===== src/rtl/ulf_defines.svh =====
/*
 Register offsets, field positions, reset values and timing
 counts of the UART line-format block. Included by package and
 design files by bare name; holds definitions only.
*/
`ifndef ULF_DEFINES_SVH
`define ULF_DEFINES_SVH

`define ULF_OFF_DATA 8'h00
`define ULF_OFF_IEN 8'h04
`define ULF_OFF_ISS 8'h08
`define ULF_OFF_LFC 8'h0C
`define ULF_OFF_EVT 8'h10
`define ULF_LFC_RST 8'h00
`define ULF_DIV_RST 16'h0001
`define ULF_EVT_RST 2'h0
`define ULF_EVT_SENT 0
`define ULF_EVT_DROP 1
`define ULF_ISS_IDLE 8'h01
`define ULF_ISS_TXCODE 8'h02
`define ULF_RESP_OKAY 2'h0
`define ULF_RESP_SLVERR 2'h2
`define ULF_HALVES_BIT 3'h2
`define ULF_HALVES_STOP1 3'h2
`define ULF_HALVES_STOP15 3'h3
`define ULF_HALVES_STOP2 3'h4
`define ULF_WLEN_5 2'h0

`endif


===== src/rtl/ulf_pkg.sv =====
/*
 Types shared by the UART line-format block.
 Assumes ulf_defines.svh sits beside it.
*/
`include "ulf_defines.svh"

package ulf_pkg;

   typedef struct packed {
      logic       dlab;
      logic       brk;
      logic [2:0] par;
      logic       stop;
      logic [1:0] wlen;
   } ulf_lfc_t;

   typedef enum logic [2:0] {
      ULF_IDLE  = 3'b000,
      ULF_START = 3'b001,
      ULF_DATA  = 3'b010,
      ULF_PAR   = 3'b011,
      ULF_STOP  = 3'b100
   } ulf_txst_t;

endpackage


===== src/rtl/ulf_top.sv =====
/*
 UART line-format control with AXI4-Lite register slave,
 divisor latch, break control, interrupt flags and transmitter.
 Assumes a single 20 MHz clock and a synchronous active-low reset.
*/
`timescale 1ns/1ns
`default_nettype none
`include "ulf_defines.svh"

module ulf_top
(
   input wire logic aclk, // System clock, 20 MHz
   input wire logic aresetn, // Sync reset, active low
   input wire logic [7:0] s_axi_awaddr, // Write address
   input wire logic s_axi_awvalid, // Write address valid
   output logic s_axi_awready, // Write address ready
   input wire logic [31:0] s_axi_wdata, // Write data
   input wire logic [3:0] s_axi_wstrb, // Write byte enables
   input wire logic s_axi_wvalid, // Write data valid
   output logic s_axi_wready, // Write data ready
   output logic [1:0] s_axi_bresp, // Write response
   output logic s_axi_bvalid, // Write response valid
   input wire logic s_axi_bready, // Write response ready
   input wire logic [7:0] s_axi_araddr, // Read address
   input wire logic s_axi_arvalid, // Read address valid
   output logic s_axi_arready, // Read address ready
   output logic [31:0] s_axi_rdata, // Read data
   output logic [1:0] s_axi_rresp, // Read response
   output logic s_axi_rvalid, // Read data valid
   input wire logic s_axi_rready, // Read data ready
   output logic tx_out, // Serial transmit line
   output logic irq // Level interrupt, high active
);
   import ulf_pkg::*;

   // Register index, or an out-of-map marker
   function automatic logic [3:0] reg_sel(input logic [7:0] a);
      case (a)
         `ULF_OFF_DATA: reg_sel = 4'h0;
         `ULF_OFF_IEN: reg_sel = 4'h1;
         `ULF_OFF_ISS: reg_sel = 4'h2;
         `ULF_OFF_LFC: reg_sel = 4'h3;
         `ULF_OFF_EVT: reg_sel = 4'h4;
         default: reg_sel = 4'hF;
      endcase
   endfunction

   ulf_lfc_t lfc_reg;
   logic [7:0] div_lo_reg;
   logic [7:0] div_hi_reg;
   logic [1:0] ien_reg;
   logic [1:0] evt_reg;
   logic [1:0] evt_next;
   logic [15:0] baud_reg;
   logic half_tick;
   logic [7:0] aw_reg;
   logic aw_have;
   logic [31:0] w_reg;
   logic [3:0] ws_reg;
   logic w_have;
   logic wr_go;
   logic [3:0] wsel;
   logic [3:0] rsel;
   logic lane0;
   logic [7:0] thr_reg;
   logic thr_full;
   logic tx_busy;
   logic tx_done;
   logic tx_start;
   logic pend;
   logic [7:0] iss;
   logic [31:0] rd_val;

   // ---------------- AXI4-Lite write path ----------------
   assign s_axi_awready = !aw_have && !s_axi_bvalid;
   assign s_axi_wready = !w_have && !s_axi_bvalid;
   assign wr_go = aw_have && w_have && !s_axi_bvalid;
   assign wsel = reg_sel(aw_reg);
   assign lane0 = wr_go && ws_reg[0];

   always_ff @(posedge aclk)
   begin
      if (!aresetn)
      begin
         aw_have <= 1'b0;
         aw_reg <= 8'h00;
      end
      else if (s_axi_awvalid && s_axi_awready)
      begin
         aw_have <= 1'b1;
         aw_reg <= s_axi_awaddr;
      end
      else if (wr_go)
         aw_have <= 1'b0;
   end

   always_ff @(posedge aclk)
   begin
      if (!aresetn)
      begin
         w_have <= 1'b0;
         w_reg <= 32'h0000_0000;
         ws_reg <= 4'h0;
      end
      else if (s_axi_wvalid && s_axi_wready)
      begin
         w_have <= 1'b1;
         w_reg <= s_axi_wdata;
         ws_reg <= s_axi_wstrb;
      end
      else if (wr_go)
         w_have <= 1'b0;
   end

   always_ff @(posedge aclk)
   begin
      if (!aresetn)
      begin
         s_axi_bvalid <= 1'b0;
         s_axi_bresp <= `ULF_RESP_OKAY;
      end
      else if (wr_go)
      begin
         s_axi_bvalid <= 1'b1;
         s_axi_bresp <= (wsel == 4'hF) ? `ULF_RESP_SLVERR : `ULF_RESP_OKAY;
      end
      else if (s_axi_bready)
         s_axi_bvalid <= 1'b0;
   end

   // ---------------- Register writes ----------------
   always_ff @(posedge aclk)
   begin
      if (!aresetn)
         lfc_reg <= `ULF_LFC_RST;
      else if (lane0 && wsel == 4'h3)
         lfc_reg <= w_reg[7:0];
   end

   // Divisor latch shares offsets with data and enable
   always_ff @(posedge aclk)
   begin
      if (!aresetn)
      begin
         {div_hi_reg, div_lo_reg} <= `ULF_DIV_RST;
      end
      else if (lane0 && lfc_reg.dlab)
      begin
         if (wsel == 4'h0)
            div_lo_reg <= w_reg[7:0];
         if (wsel == 4'h1)
            div_hi_reg <= w_reg[7:0];
      end
   end

   always_ff @(posedge aclk)
   begin
      if (!aresetn)
         ien_reg <= `ULF_EVT_RST;
      else if (lane0 && !lfc_reg.dlab && wsel == 4'h1)
         ien_reg <= w_reg[1:0];
   end

   // One holding byte; a write while it is still full is dropped
   always_ff @(posedge aclk)
   begin
      if (!aresetn)
      begin
         thr_reg <= 8'h00;
         thr_full <= 1'b0;
      end
      else if (lane0 && !lfc_reg.dlab && wsel == 4'h0 && !thr_full)
      begin
         thr_reg <= w_reg[7:0];
         thr_full <= 1'b1;
      end
      else if (tx_start)
         thr_full <= 1'b0;
   end

   assign tx_start = thr_full && !tx_busy;

   // ---------------- Event flags ----------------
   // Set beats a simultaneous write-one clear
   always_comb
   begin
      evt_next = evt_reg;
      if (lane0 && wsel == 4'h4)
         evt_next = evt_next & ~w_reg[1:0];
      if (tx_done)
         evt_next[`ULF_EVT_SENT] = 1'b1;
      if (lane0 && !lfc_reg.dlab && wsel == 4'h0 && thr_full)
         evt_next[`ULF_EVT_DROP] = 1'b1;
   end

   always_ff @(posedge aclk)
   begin
      if (!aresetn)
         evt_reg <= `ULF_EVT_RST;
      else
         evt_reg <= evt_next;
   end

   assign pend = |(evt_reg & ien_reg);
   assign irq = pend;

   always_comb
   begin
      if (pend)
         iss = `ULF_ISS_TXCODE;
      else
         iss = `ULF_ISS_IDLE;
   end

   // ---------------- Half-bit timing ----------------
   // Divisor counts clocks per half bit, so 1.5 stop bits is exact;
   // zero behaves as one
   always_ff @(posedge aclk)
   begin
      if (!aresetn)
         baud_reg <= 16'h0000;
      else if (half_tick)
         baud_reg <= 16'h0000;
      else
         baud_reg <= baud_reg + 16'h0001;
   end

   assign half_tick = (baud_reg + 16'h0001 >= {div_hi_reg, div_lo_reg});

   ulf_tx u_tx
   (
      .aclk(aclk),
      .aresetn(aresetn),
      .half_tick(half_tick),
      .start(tx_start),
      .data(thr_reg),
      .cfg(lfc_reg),
      .tx(tx_out),
      .busy(tx_busy),
      .done(tx_done)
   );

   // ---------------- AXI4-Lite read path ----------------
   assign s_axi_arready = !s_axi_rvalid;
   assign rsel = reg_sel(s_axi_araddr);

   always_comb
   begin
      rd_val = 32'h0000_0000;
      case (rsel)
         4'h0:
            if (lfc_reg.dlab)
               rd_val[7:0] = div_lo_reg;
         4'h1:
            if (lfc_reg.dlab)
               rd_val[7:0] = div_hi_reg;
            else
               rd_val[1:0] = ien_reg;
         4'h2: rd_val[7:0] = iss;
         4'h3: rd_val[7:0] = lfc_reg;
         4'h4: rd_val[7:0] = {tx_busy, thr_full, 4'h0, evt_reg};
         default: rd_val = 32'h0000_0000;
      endcase
   end

   always_ff @(posedge aclk)
   begin
      if (!aresetn)
      begin
         s_axi_rvalid <= 1'b0;
         s_axi_rdata <= 32'h0000_0000;
         s_axi_rresp <= `ULF_RESP_OKAY;
      end
      else if (s_axi_arvalid && s_axi_arready)
      begin
         s_axi_rvalid <= 1'b1;
         s_axi_rdata <= rd_val;
         s_axi_rresp <= (rsel == 4'hF) ? `ULF_RESP_SLVERR : `ULF_RESP_OKAY;
      end
      else if (s_axi_rready)
         s_axi_rvalid <= 1'b0;
   end

endmodule
`default_nettype wire


===== src/rtl/ulf_tx.sv =====
/*
 Serial character transmitter of the line-format block.
 Assumes one half_tick pulse per half bit time from the parent.
*/
`timescale 1ns/1ns
`default_nettype none
`include "ulf_defines.svh"

module ulf_tx
(
   input wire logic aclk, // System clock
   input wire logic aresetn, // Sync reset, active low
   input wire logic half_tick, // Half bit time strobe
   input wire logic start, // Load char when idle
   input wire logic [7:0] data, // Character to send
   input wire ulf_pkg::ulf_lfc_t cfg, // Line format
   output logic tx, // Serial output
   output logic busy, // Character in flight
   output logic done // Pulse, char finished
);
   import ulf_pkg::*;

   ulf_txst_t st_reg;
   logic [2:0] hc_reg;
   logic [2:0] bit_reg;
   logic [7:0] sh_reg;
   logic acc_reg;
   logic [2:0] len;
   logic [2:0] nbits;
   logic pbit;
   logic line;
   logic bit_end;

   always_comb
   begin
      nbits = 3'd4 + {1'b0, cfg.wlen};
      if (st_reg != ULF_STOP)
         len = `ULF_HALVES_BIT;
      else if (!cfg.stop)
         len = `ULF_HALVES_STOP1;
      else if (cfg.wlen == `ULF_WLEN_5)
         len = `ULF_HALVES_STOP15;
      else
         len = `ULF_HALVES_STOP2;
      case (cfg.par[2:1])
         2'b00: pbit = ~acc_reg;
         2'b01: pbit = acc_reg;
         2'b10: pbit = 1'b1;
         default: pbit = 1'b0;
      endcase
      case (st_reg)
         ULF_START: line = 1'b0;
         ULF_DATA: line = sh_reg[0];
         ULF_PAR: line = pbit;
         default: line = 1'b1;
      endcase
   end

   assign bit_end = half_tick && (hc_reg + 3'd1 == len);
   assign busy = (st_reg != ULF_IDLE);

   always_ff @(posedge aclk)
   begin
      if (!aresetn)
      begin
         st_reg <= ULF_IDLE;
         hc_reg <= 3'd0;
         bit_reg <= 3'd0;
         sh_reg <= 8'h00;
         acc_reg <= 1'b0;
         done <= 1'b0;
      end
      else
      begin
         done <= 1'b0;
         if (st_reg == ULF_IDLE)
         begin
            hc_reg <= 3'd0;
            if (start)
            begin
               sh_reg <= data;
               acc_reg <= 1'b0;
               bit_reg <= 3'd0;
               st_reg <= ULF_START;
            end
         end
         else if (bit_end)
         begin
            hc_reg <= 3'd0;
            case (st_reg)
               ULF_START: st_reg <= ULF_DATA;
               ULF_DATA:
               begin
                  acc_reg <= acc_reg ^ sh_reg[0];
                  sh_reg <= {1'b0, sh_reg[7:1]};
                  bit_reg <= bit_reg + 3'd1;
                  if (bit_reg == nbits)
                     st_reg <= cfg.par[0] ? ULF_PAR : ULF_STOP;
               end
               ULF_PAR: st_reg <= ULF_STOP;
               default:
               begin
                  st_reg <= ULF_IDLE;
                  done <= 1'b1;
               end
            endcase
         end
         else if (half_tick)
            hc_reg <= hc_reg + 3'd1;
      end
   end

   // Break overrides the line; on release the line goes back to
   // idle-high or the character still in flight
   always_ff @(posedge aclk)
   begin
      if (!aresetn)
         tx <= 1'b1;
      else
         tx <= cfg.brk ? 1'b0 : line;
   end

endmodule
`default_nettype wire


===== config.mk =====
export PLATFORM = sky130hd
export DESIGN_NAME = ulf_top
export DESIGN_NICKNAME = d
export VERILOG_FILES = /design/src/rtl/ulf_pkg.sv /design/src/rtl/ulf_top.sv /design/src/rtl/ulf_tx.sv
export VERILOG_INCLUDE_DIRS = /design/src /design/src/rtl
export SDC_FILE = /design/constraint.sdc
export NUM_CORES = 1
export LEC_CHECK = 0
export ABC_AREA = 1
export ABC_CLOCK_PERIOD_IN_PS = 2800
export BUFFER_PORTS_ARGS = -buffer_cell sky130_fd_sc_hd__buf_2
export CORE_ASPECT_RATIO = 0.75
export CORE_MARGIN = 1
export CORE_UTILIZATION = 40
export DETAILED_ROUTE_END_ITERATION = 10
export HOLD_SLACK_MARGIN = 0.12
export SLEW_MARGIN = 30
export SYNTH_ARGS = -nofsm -noshare
export SYNTH_HDL_FRONTEND = slang
export SYNTH_HIERARCHICAL = 1
export SYNTH_SLANG_ARGS = --single-unit

===== constraint.sdc =====
create_clock -name aclk -period 2.8 [get_ports aclk]
set_clock_uncertainty 0.15 [all_clocks]
set_input_delay 0.14 -clock aclk [delete_from_list [all_inputs] [get_ports aclk]]
set_output_delay 0.14 -clock aclk [all_outputs]
set_load 0.02 [all_outputs]

### Yosys cells after proc, flatten, opt, wreduce, memory -nomap -nowiden

Cells that the tools add are included.

| storage, ports and cells | value |
|---|---|
| flip-flop bits (word level) | 106 |
| bits in latches | 0 |
| memory bits (writable) | 0 |
| bits in read-only memories | 0 |
| word-level logic and storage cells | 165 |
| memories | 0 |

| cells by class | value |
|---|---|
| add/subtract/negate cells | 4 |
| multiply operators | 0 |
| divide/modulo/power cells | 0 |
| order comparisons | 1 |
| equality and inequality tests | 27 |
| shifts and indexed selects | 0 |
| mux-type cells | 45 |
| bitwise operators | 7 |
| reduce and logical (&&, ||, !) cells | 51 |

Operator list:

| operator | number |
|---|---|
| 2-to-1 mux 8 bit | 5 |
| case mux 4 bit (5 select lines) | 2 |
| case mux 8 bit (5 select lines) | 1 |
| 2-to-1 mux 3 bit | 12 |
| == test 8 x 4 -> 1 bit (second input constant) | 4 |
| logical AND 1 bit | 18 |
| nonzero test 2 bit | 9 |
| adder 16 x 1 -> 16 bit (second input constant) | 1 |
| == test 8 x 3 -> 1 bit (second input constant) | 2 |
| == test 8 x 5 -> 1 bit (second input constant) | 2 |
| greater-or-equal comparator 16 bit | 1 |
| logical NOT 8 bit | 2 |
| 2-to-1 mux 1 bit | 16 |
| == test 4 x 2 -> 1 bit (second input constant) | 3 |
| 2-to-1 mux 2 bit | 5 |
| case mux 3 bit (3 select lines) | 1 |
| OR reduction 3 bit | 3 |
| == test 4 x 1 -> 1 bit (second input constant) | 2 |
| == test 4 x 3 -> 1 bit (second input constant) | 2 |
| == test 4 bit (second input constant) | 2 |
| logical NOT 4 bit | 2 |
| logical NOT 1 bit | 7 |
| adder 3 x 1 -> 3 bit (second input constant) | 2 |
| == test 3 x 2 -> 1 bit (second input constant) | 2 |
| 20 further kinds | 29 |

### Longest topological paths before layout

| logic depth | value |
|---|---|
| word-level depth | 8 |
| gate-level depth with buffers | 21 |
| depth with buffers taken out | 20 |

### Cells and area by module

Netlist, hierarchy kept.

Modules (own cells, without submodules):

| module | times used | cells each | area an instance (um^2) |
|---|---|---|---|
| ulf_top | 1 | 607 | 4,312.9 |
| ulf_tx | 1 | 175 | 1,242.4 |

### Worst setup path before layout

OpenSTA, ideal clock, no wires.

| timing path | value |
|---|---|
| path type | register to register |
| start point | register baud_reg[0] |
| end point | register u_tx.st_reg[0] |
| data arrival time | 2.650 ns |
| data required time | 2.535 ns |
| setup slack | -0.115 ns |
| cell stages (with the launch flop) | 19 |
| clock period less this slack | 2.915 ns |
| cell sequence | dfxtp_1 -> ha_1 -> nand2_1 -> nor2_2 -> nand3_1 -> nor3_2 -> xor2_1 -> inv_1 -> ha_1 -> nand2_1 -> nor3_1 -> nand3_1 -> nand3_1 -> nand3_2 -> nand2_4 -> buf_6 -> nand3_1 -> nand2_1 -> nor2_1 |

| on the way | value |
|---|---|
| longest elaborated chain between the ends | 5 |

Ends and longest elaborated chain:

| element | RTL line | text |
|---|---|---|
| start, declared | ulf_top.sv:54 | `logic [15:0] baud_reg;` |
| start signal, assigned | ulf_top.sv:225 | `baud_reg <= baud_reg + 16'h0001;` |
| adder 16 x 1 -> 16 bit | ulf_top.sv:228 | `assign half_tick = (baud_reg + 16'h0001 >= {div_hi_reg, div_lo_reg});` |
| greater-or-equal comparator 16 bit | ulf_top.sv:228 |  |
| via half_tick | ulf_top.sv:55 | `logic half_tick;` |
| logical AND 1 bit | ulf_tx.sv:59 | `assign bit_end = half_tick && (hc_reg + 3'd1 == len);` |
| nonzero test 2 bit (no source line) | n/a |  |
| AND reduction 3 bit (no source line) | n/a |  |
| end signal, assigned | ulf_tx.sv:98 | `st_reg <= cfg.par[0] ? ULF_PAR : ULF_STOP;` |
| end, declared | ulf_tx.sv:23 | `ulf_txst_t st_reg;` |

The timed path passes the listed nets, and every way through them passes these cells.
A chain may end at the register's enable or synchronous reset.

### Worst setup path in the final report

| timing path | value |
|---|---|
| start point | register baud_reg[0] |
| end point | register u_tx.sh_reg[2] |

| on the way | value |
|---|---|
| longest elaborated chain between the ends | 5 |

Ends and longest elaborated chain:

| element | RTL line | text |
|---|---|---|
| adder 16 x 1 -> 16 bit | ulf_top.sv:228 |  |
| greater-or-equal comparator 16 bit | ulf_top.sv:228 |  |
| via half_tick | ulf_top.sv:55 |  |
| logical AND 1 bit | ulf_tx.sv:59 |  |
| nonzero test 2 bit (no source line) | n/a |  |
| AND reduction 3 bit (no source line) | n/a |  |
| end signal, assigned | ulf_tx.sv:81 | `sh_reg <= data;` |
| end signal, assigned | ulf_tx.sv:95 | `sh_reg <= {1'b0, sh_reg[7:1]};` |
| end, declared | ulf_tx.sv:26 | `logic [7:0] sh_reg;` |

The timed path passes the listed nets, and every way through them passes these cells.

==> impl_metrics.ini <==
[sta]
final_hold_viol_count = 0
layout_setup_ws_ns = -0.151
slew_violations = 0
slew_headroom_pct = 49.5
setup_viol = 35
fmax_ghz = 0.339
tns_ns = -3.88
fin_crit_ns = 2.95
rsz0062_at_grt = true
tightest_slew_ns = 0.756
period_share_pct = 105

[cts]
clk_pin_slew_ns = 0.08
cts_num_sinks = 104
htreeDepth = 3
clockBufferDepth = 2
cts_buffers = 9
tritoncts = done
clkLatencyLatePin_ns = 0.35
cts_root_buf = clkbuf_16

[power]
power.switching_mw = 1.26
p_int_mw = 2.54
ir_worst_vdd_mv = 0.323
total_power_mw = 3.80
swShare_pct = 33.1
p_per_area_mw_per_mm2 = 543
seqPwrFrac_pct = 43.1
p_leak_nw = 2.99
pwr-share-clk_pct = 33.2
power_frac_comb_pct = 23.7

[detailed_routing]
first_pass_iters = 8
vias_per_cell = 4.82
ant_nets = 0
wl_um = 14500
drt-initial-drc-count = 390
route.detailed.drc = 12
wire_per_inst_um = 13.6
vias = 5126

[placed_design]
io_buffers = 48
dp.cells = 1007
dp_hpwl_um = 9820
gp_congestion = 0.861

[cells_and_area]
drive_gt1_share_pct = 23.9
fin_nets = 965
final_cells = 1063
fill_cells = 1299
diodes = 0
syn2layout_area_growth_pct = 25.7
largest_register_ffs = 16

[worst_setup_path]
crit_type = flop to flop
crit_slowest_cell = dfxtp_4
crit_family = simple AND/OR/NAND/NOR gates
path_max_fanout = 6
crit_path_start_kind = flop
max_stage_delay_ns = 0.38
cp-end-kind = flop
path_cells = ha_4, nand2_2, nor2_4, nand3_4, nor3_4, xor2_2, inv_2, ha_4, nand2_4, nor3_4, nand3_2, nand3_2, nand3_2, nand2_4, buf_6, buf_12, nand3_4, a21oi_2
cp.arrival_ns = 3.08
worstPathRequired_ns = 2.93
cpMostUsedCell = nand3_2
path_buf_inv = 3

[synthesis]
synthArstFlopShare_pct = 0
synth_top_area_share_pct = 37.5
synth_most_common_cell = nand2_1
ys_seq_area_share_pct = 37.5
synthFlopType = dfxtp_1
synth_cells = 782
synth.avg_cell_area_um2 = 7.10
syn_area_mm2 = 0.00556
yosys_warnings = 6
yosys-top-cells-count = nand2_1, dfxtp_1, inv_1, nor2_1, a21oi_1
synth.lib_cells_used.distinct = 41
synth_seq_cells = 104
synth-edff-count = 0
synth_largest_area_cell = dfxtp_1
synth.area.top_cells = dfxtp_1, nand2_1, inv_1

[global_routing]
grt_pass1_vias = 4561
grt.busiest_layer = met1
use_met1_pct = 31.1
antenna_found_initial = 0
gr-usage-met2_pct = 28.5
grt_use_total_pct = 20.3
grt-ovfl-total = 0
grt_pass1_wl_um = 23200
globalRouteMet3Util_pct = 4.37
grt_max_degree = 34

[floorplan]
rows = 36
dieArea_mm2 = 0.0144
fp.dieH_um = 104
dieWidth_um = 138
start_util_pct = 41.8
coreArea_mm2 = 0.0133
ios = 102

[min_path]
hp-class = input pin to flop

[outcome]
violations = DRC, setup timing
status = complete, but fails checks

[flow_run]
max-cap-violations = 0
layer usage:
layer | vias to the layer above | part of all wire, %
met1 | 2305 | 54
met5 | - | 0
met4 | 0 | 0.68
met2 | 142 | 40
met3 | 9 | 5.7
li1 | 2670 | -
cells in the final DEF (no fill, tap or decap), drive strengths merged, types with 5 or more instances in the layout:
cell / netlist / layout
buf: 37 / 93
a21oi: 76 / 76
nand4: 11 / 11
o21ai: 56 / 56
xor2: 7 / 7
conb: 1 / 26
nor2: 100 / 100
inv: 95 / 98
ha: 19 / 19
nand2: 176 / 176
nor3: 8 / 8
xnor2: 5 / 5
dfxtp: 104 / 104
nand3: 58 / 58
clkinv: 3 / 6
clkbuf: 11 / 11
dlygate4sd3: 0 / 23
power by group through the flow:
stage / clock, mW / sequential [mW] / combinational [mW]
after floorplan: 0 / 1.65 / 0.577
after global placement: 0 / 1.67 / 0.724
after detailed placement: 0 / 1.67 / 0.722
after CTS: 1.27 / 1.64 / 0.868
after global routing: 1.33 / 1.65 / 0.993
final: 1.26 / 1.64 / 0.901
cell type report:
type                    instances  area [µm²]  share of cell area [%]
well taps                     171         214                    3.06
repair buffers                117         885                    12.7
inverters                      98         368                    5.27
flip-flops and latches        104        2090                    29.9
multi-input cells             557        3140                    44.9
clock inverters                 6        62.6                   0.896
clock buffers                  10         229                    3.28
cell families (layout without fill, tap and decap cells):
kind of cell    count (synthesis)  in the layout  synth area share [%]
mux                             1              1                 0.180
xor+xnor                       12             12                  1.89
fa+ha+maj                      19             19                  4.28
flops                         104            104                  37.5
simple gates                  358            358                  29.5
other cells                     1             26                0.0675
buf+inv                       146            231                  12.5
compound gates                141            141                  14.1
worst paths after layout:
| check | startpoint | end | slack, ns | cells past startpoint |
|---|---|---|---|---|
| max | baud_reg[0]$_SDFF_PP0_ | u_tx/sh_reg[2]$_SDFFE_PN0P_ | -0.15 | 18 |
| min | s_axi_awvalid | aw_reg[4]$_SDFFE_PN0P_ | 0.16 | 3 |
| max reg2reg | baud_reg[0]$_SDFF_PP0_ | u_tx/sh_reg[2]$_SDFFE_PN0P_ | -0.15 | 18 |
| min reg2reg | thr_reg[2]$_SDFFE_PN0P_ | thr_reg[2]$_SDFFE_PN0P_ | 0.30 | 2 |
repair_timing:
action                                 in CTS  in global routing
gates cloned                                1                  1
hold buffers                               23                  0
endpoints found under the hold margin      31                  0
setup endpoints to repair                  18                 35
gates resized for setup                    32                 35
buffers inserted                           11                  5
pin swaps                                  25                 22
worst min-delay path, cell delays in order:
cell and delay [ns]:
buf_2 0.10, nand2_1 0.27, a21oi_1 0.11
through the flow:
| stage | cell area (µm²) | hold WS [ns] | worst slack (ns) | util [%] |
|---|---|---|---|---|
| final | 6980 | 0.159 | -0.151 | 52.6 |
| after global routing | 6980 | 0.198 | -0.310 | 52.6 |
| after CTS | 6780 | 0.155 | -0.0702 | 51.0 |
| after detailed placement | 6030 | 0.244 | -0.148 | 45.4 |
| after global placement | 6030 | 0.247 | -0.0980 | 45.4 |
| after floorplan | 5660 | 0.0588 | 0.0101 | - |
No activity file was read; power rests on OpenSTA's default activity.
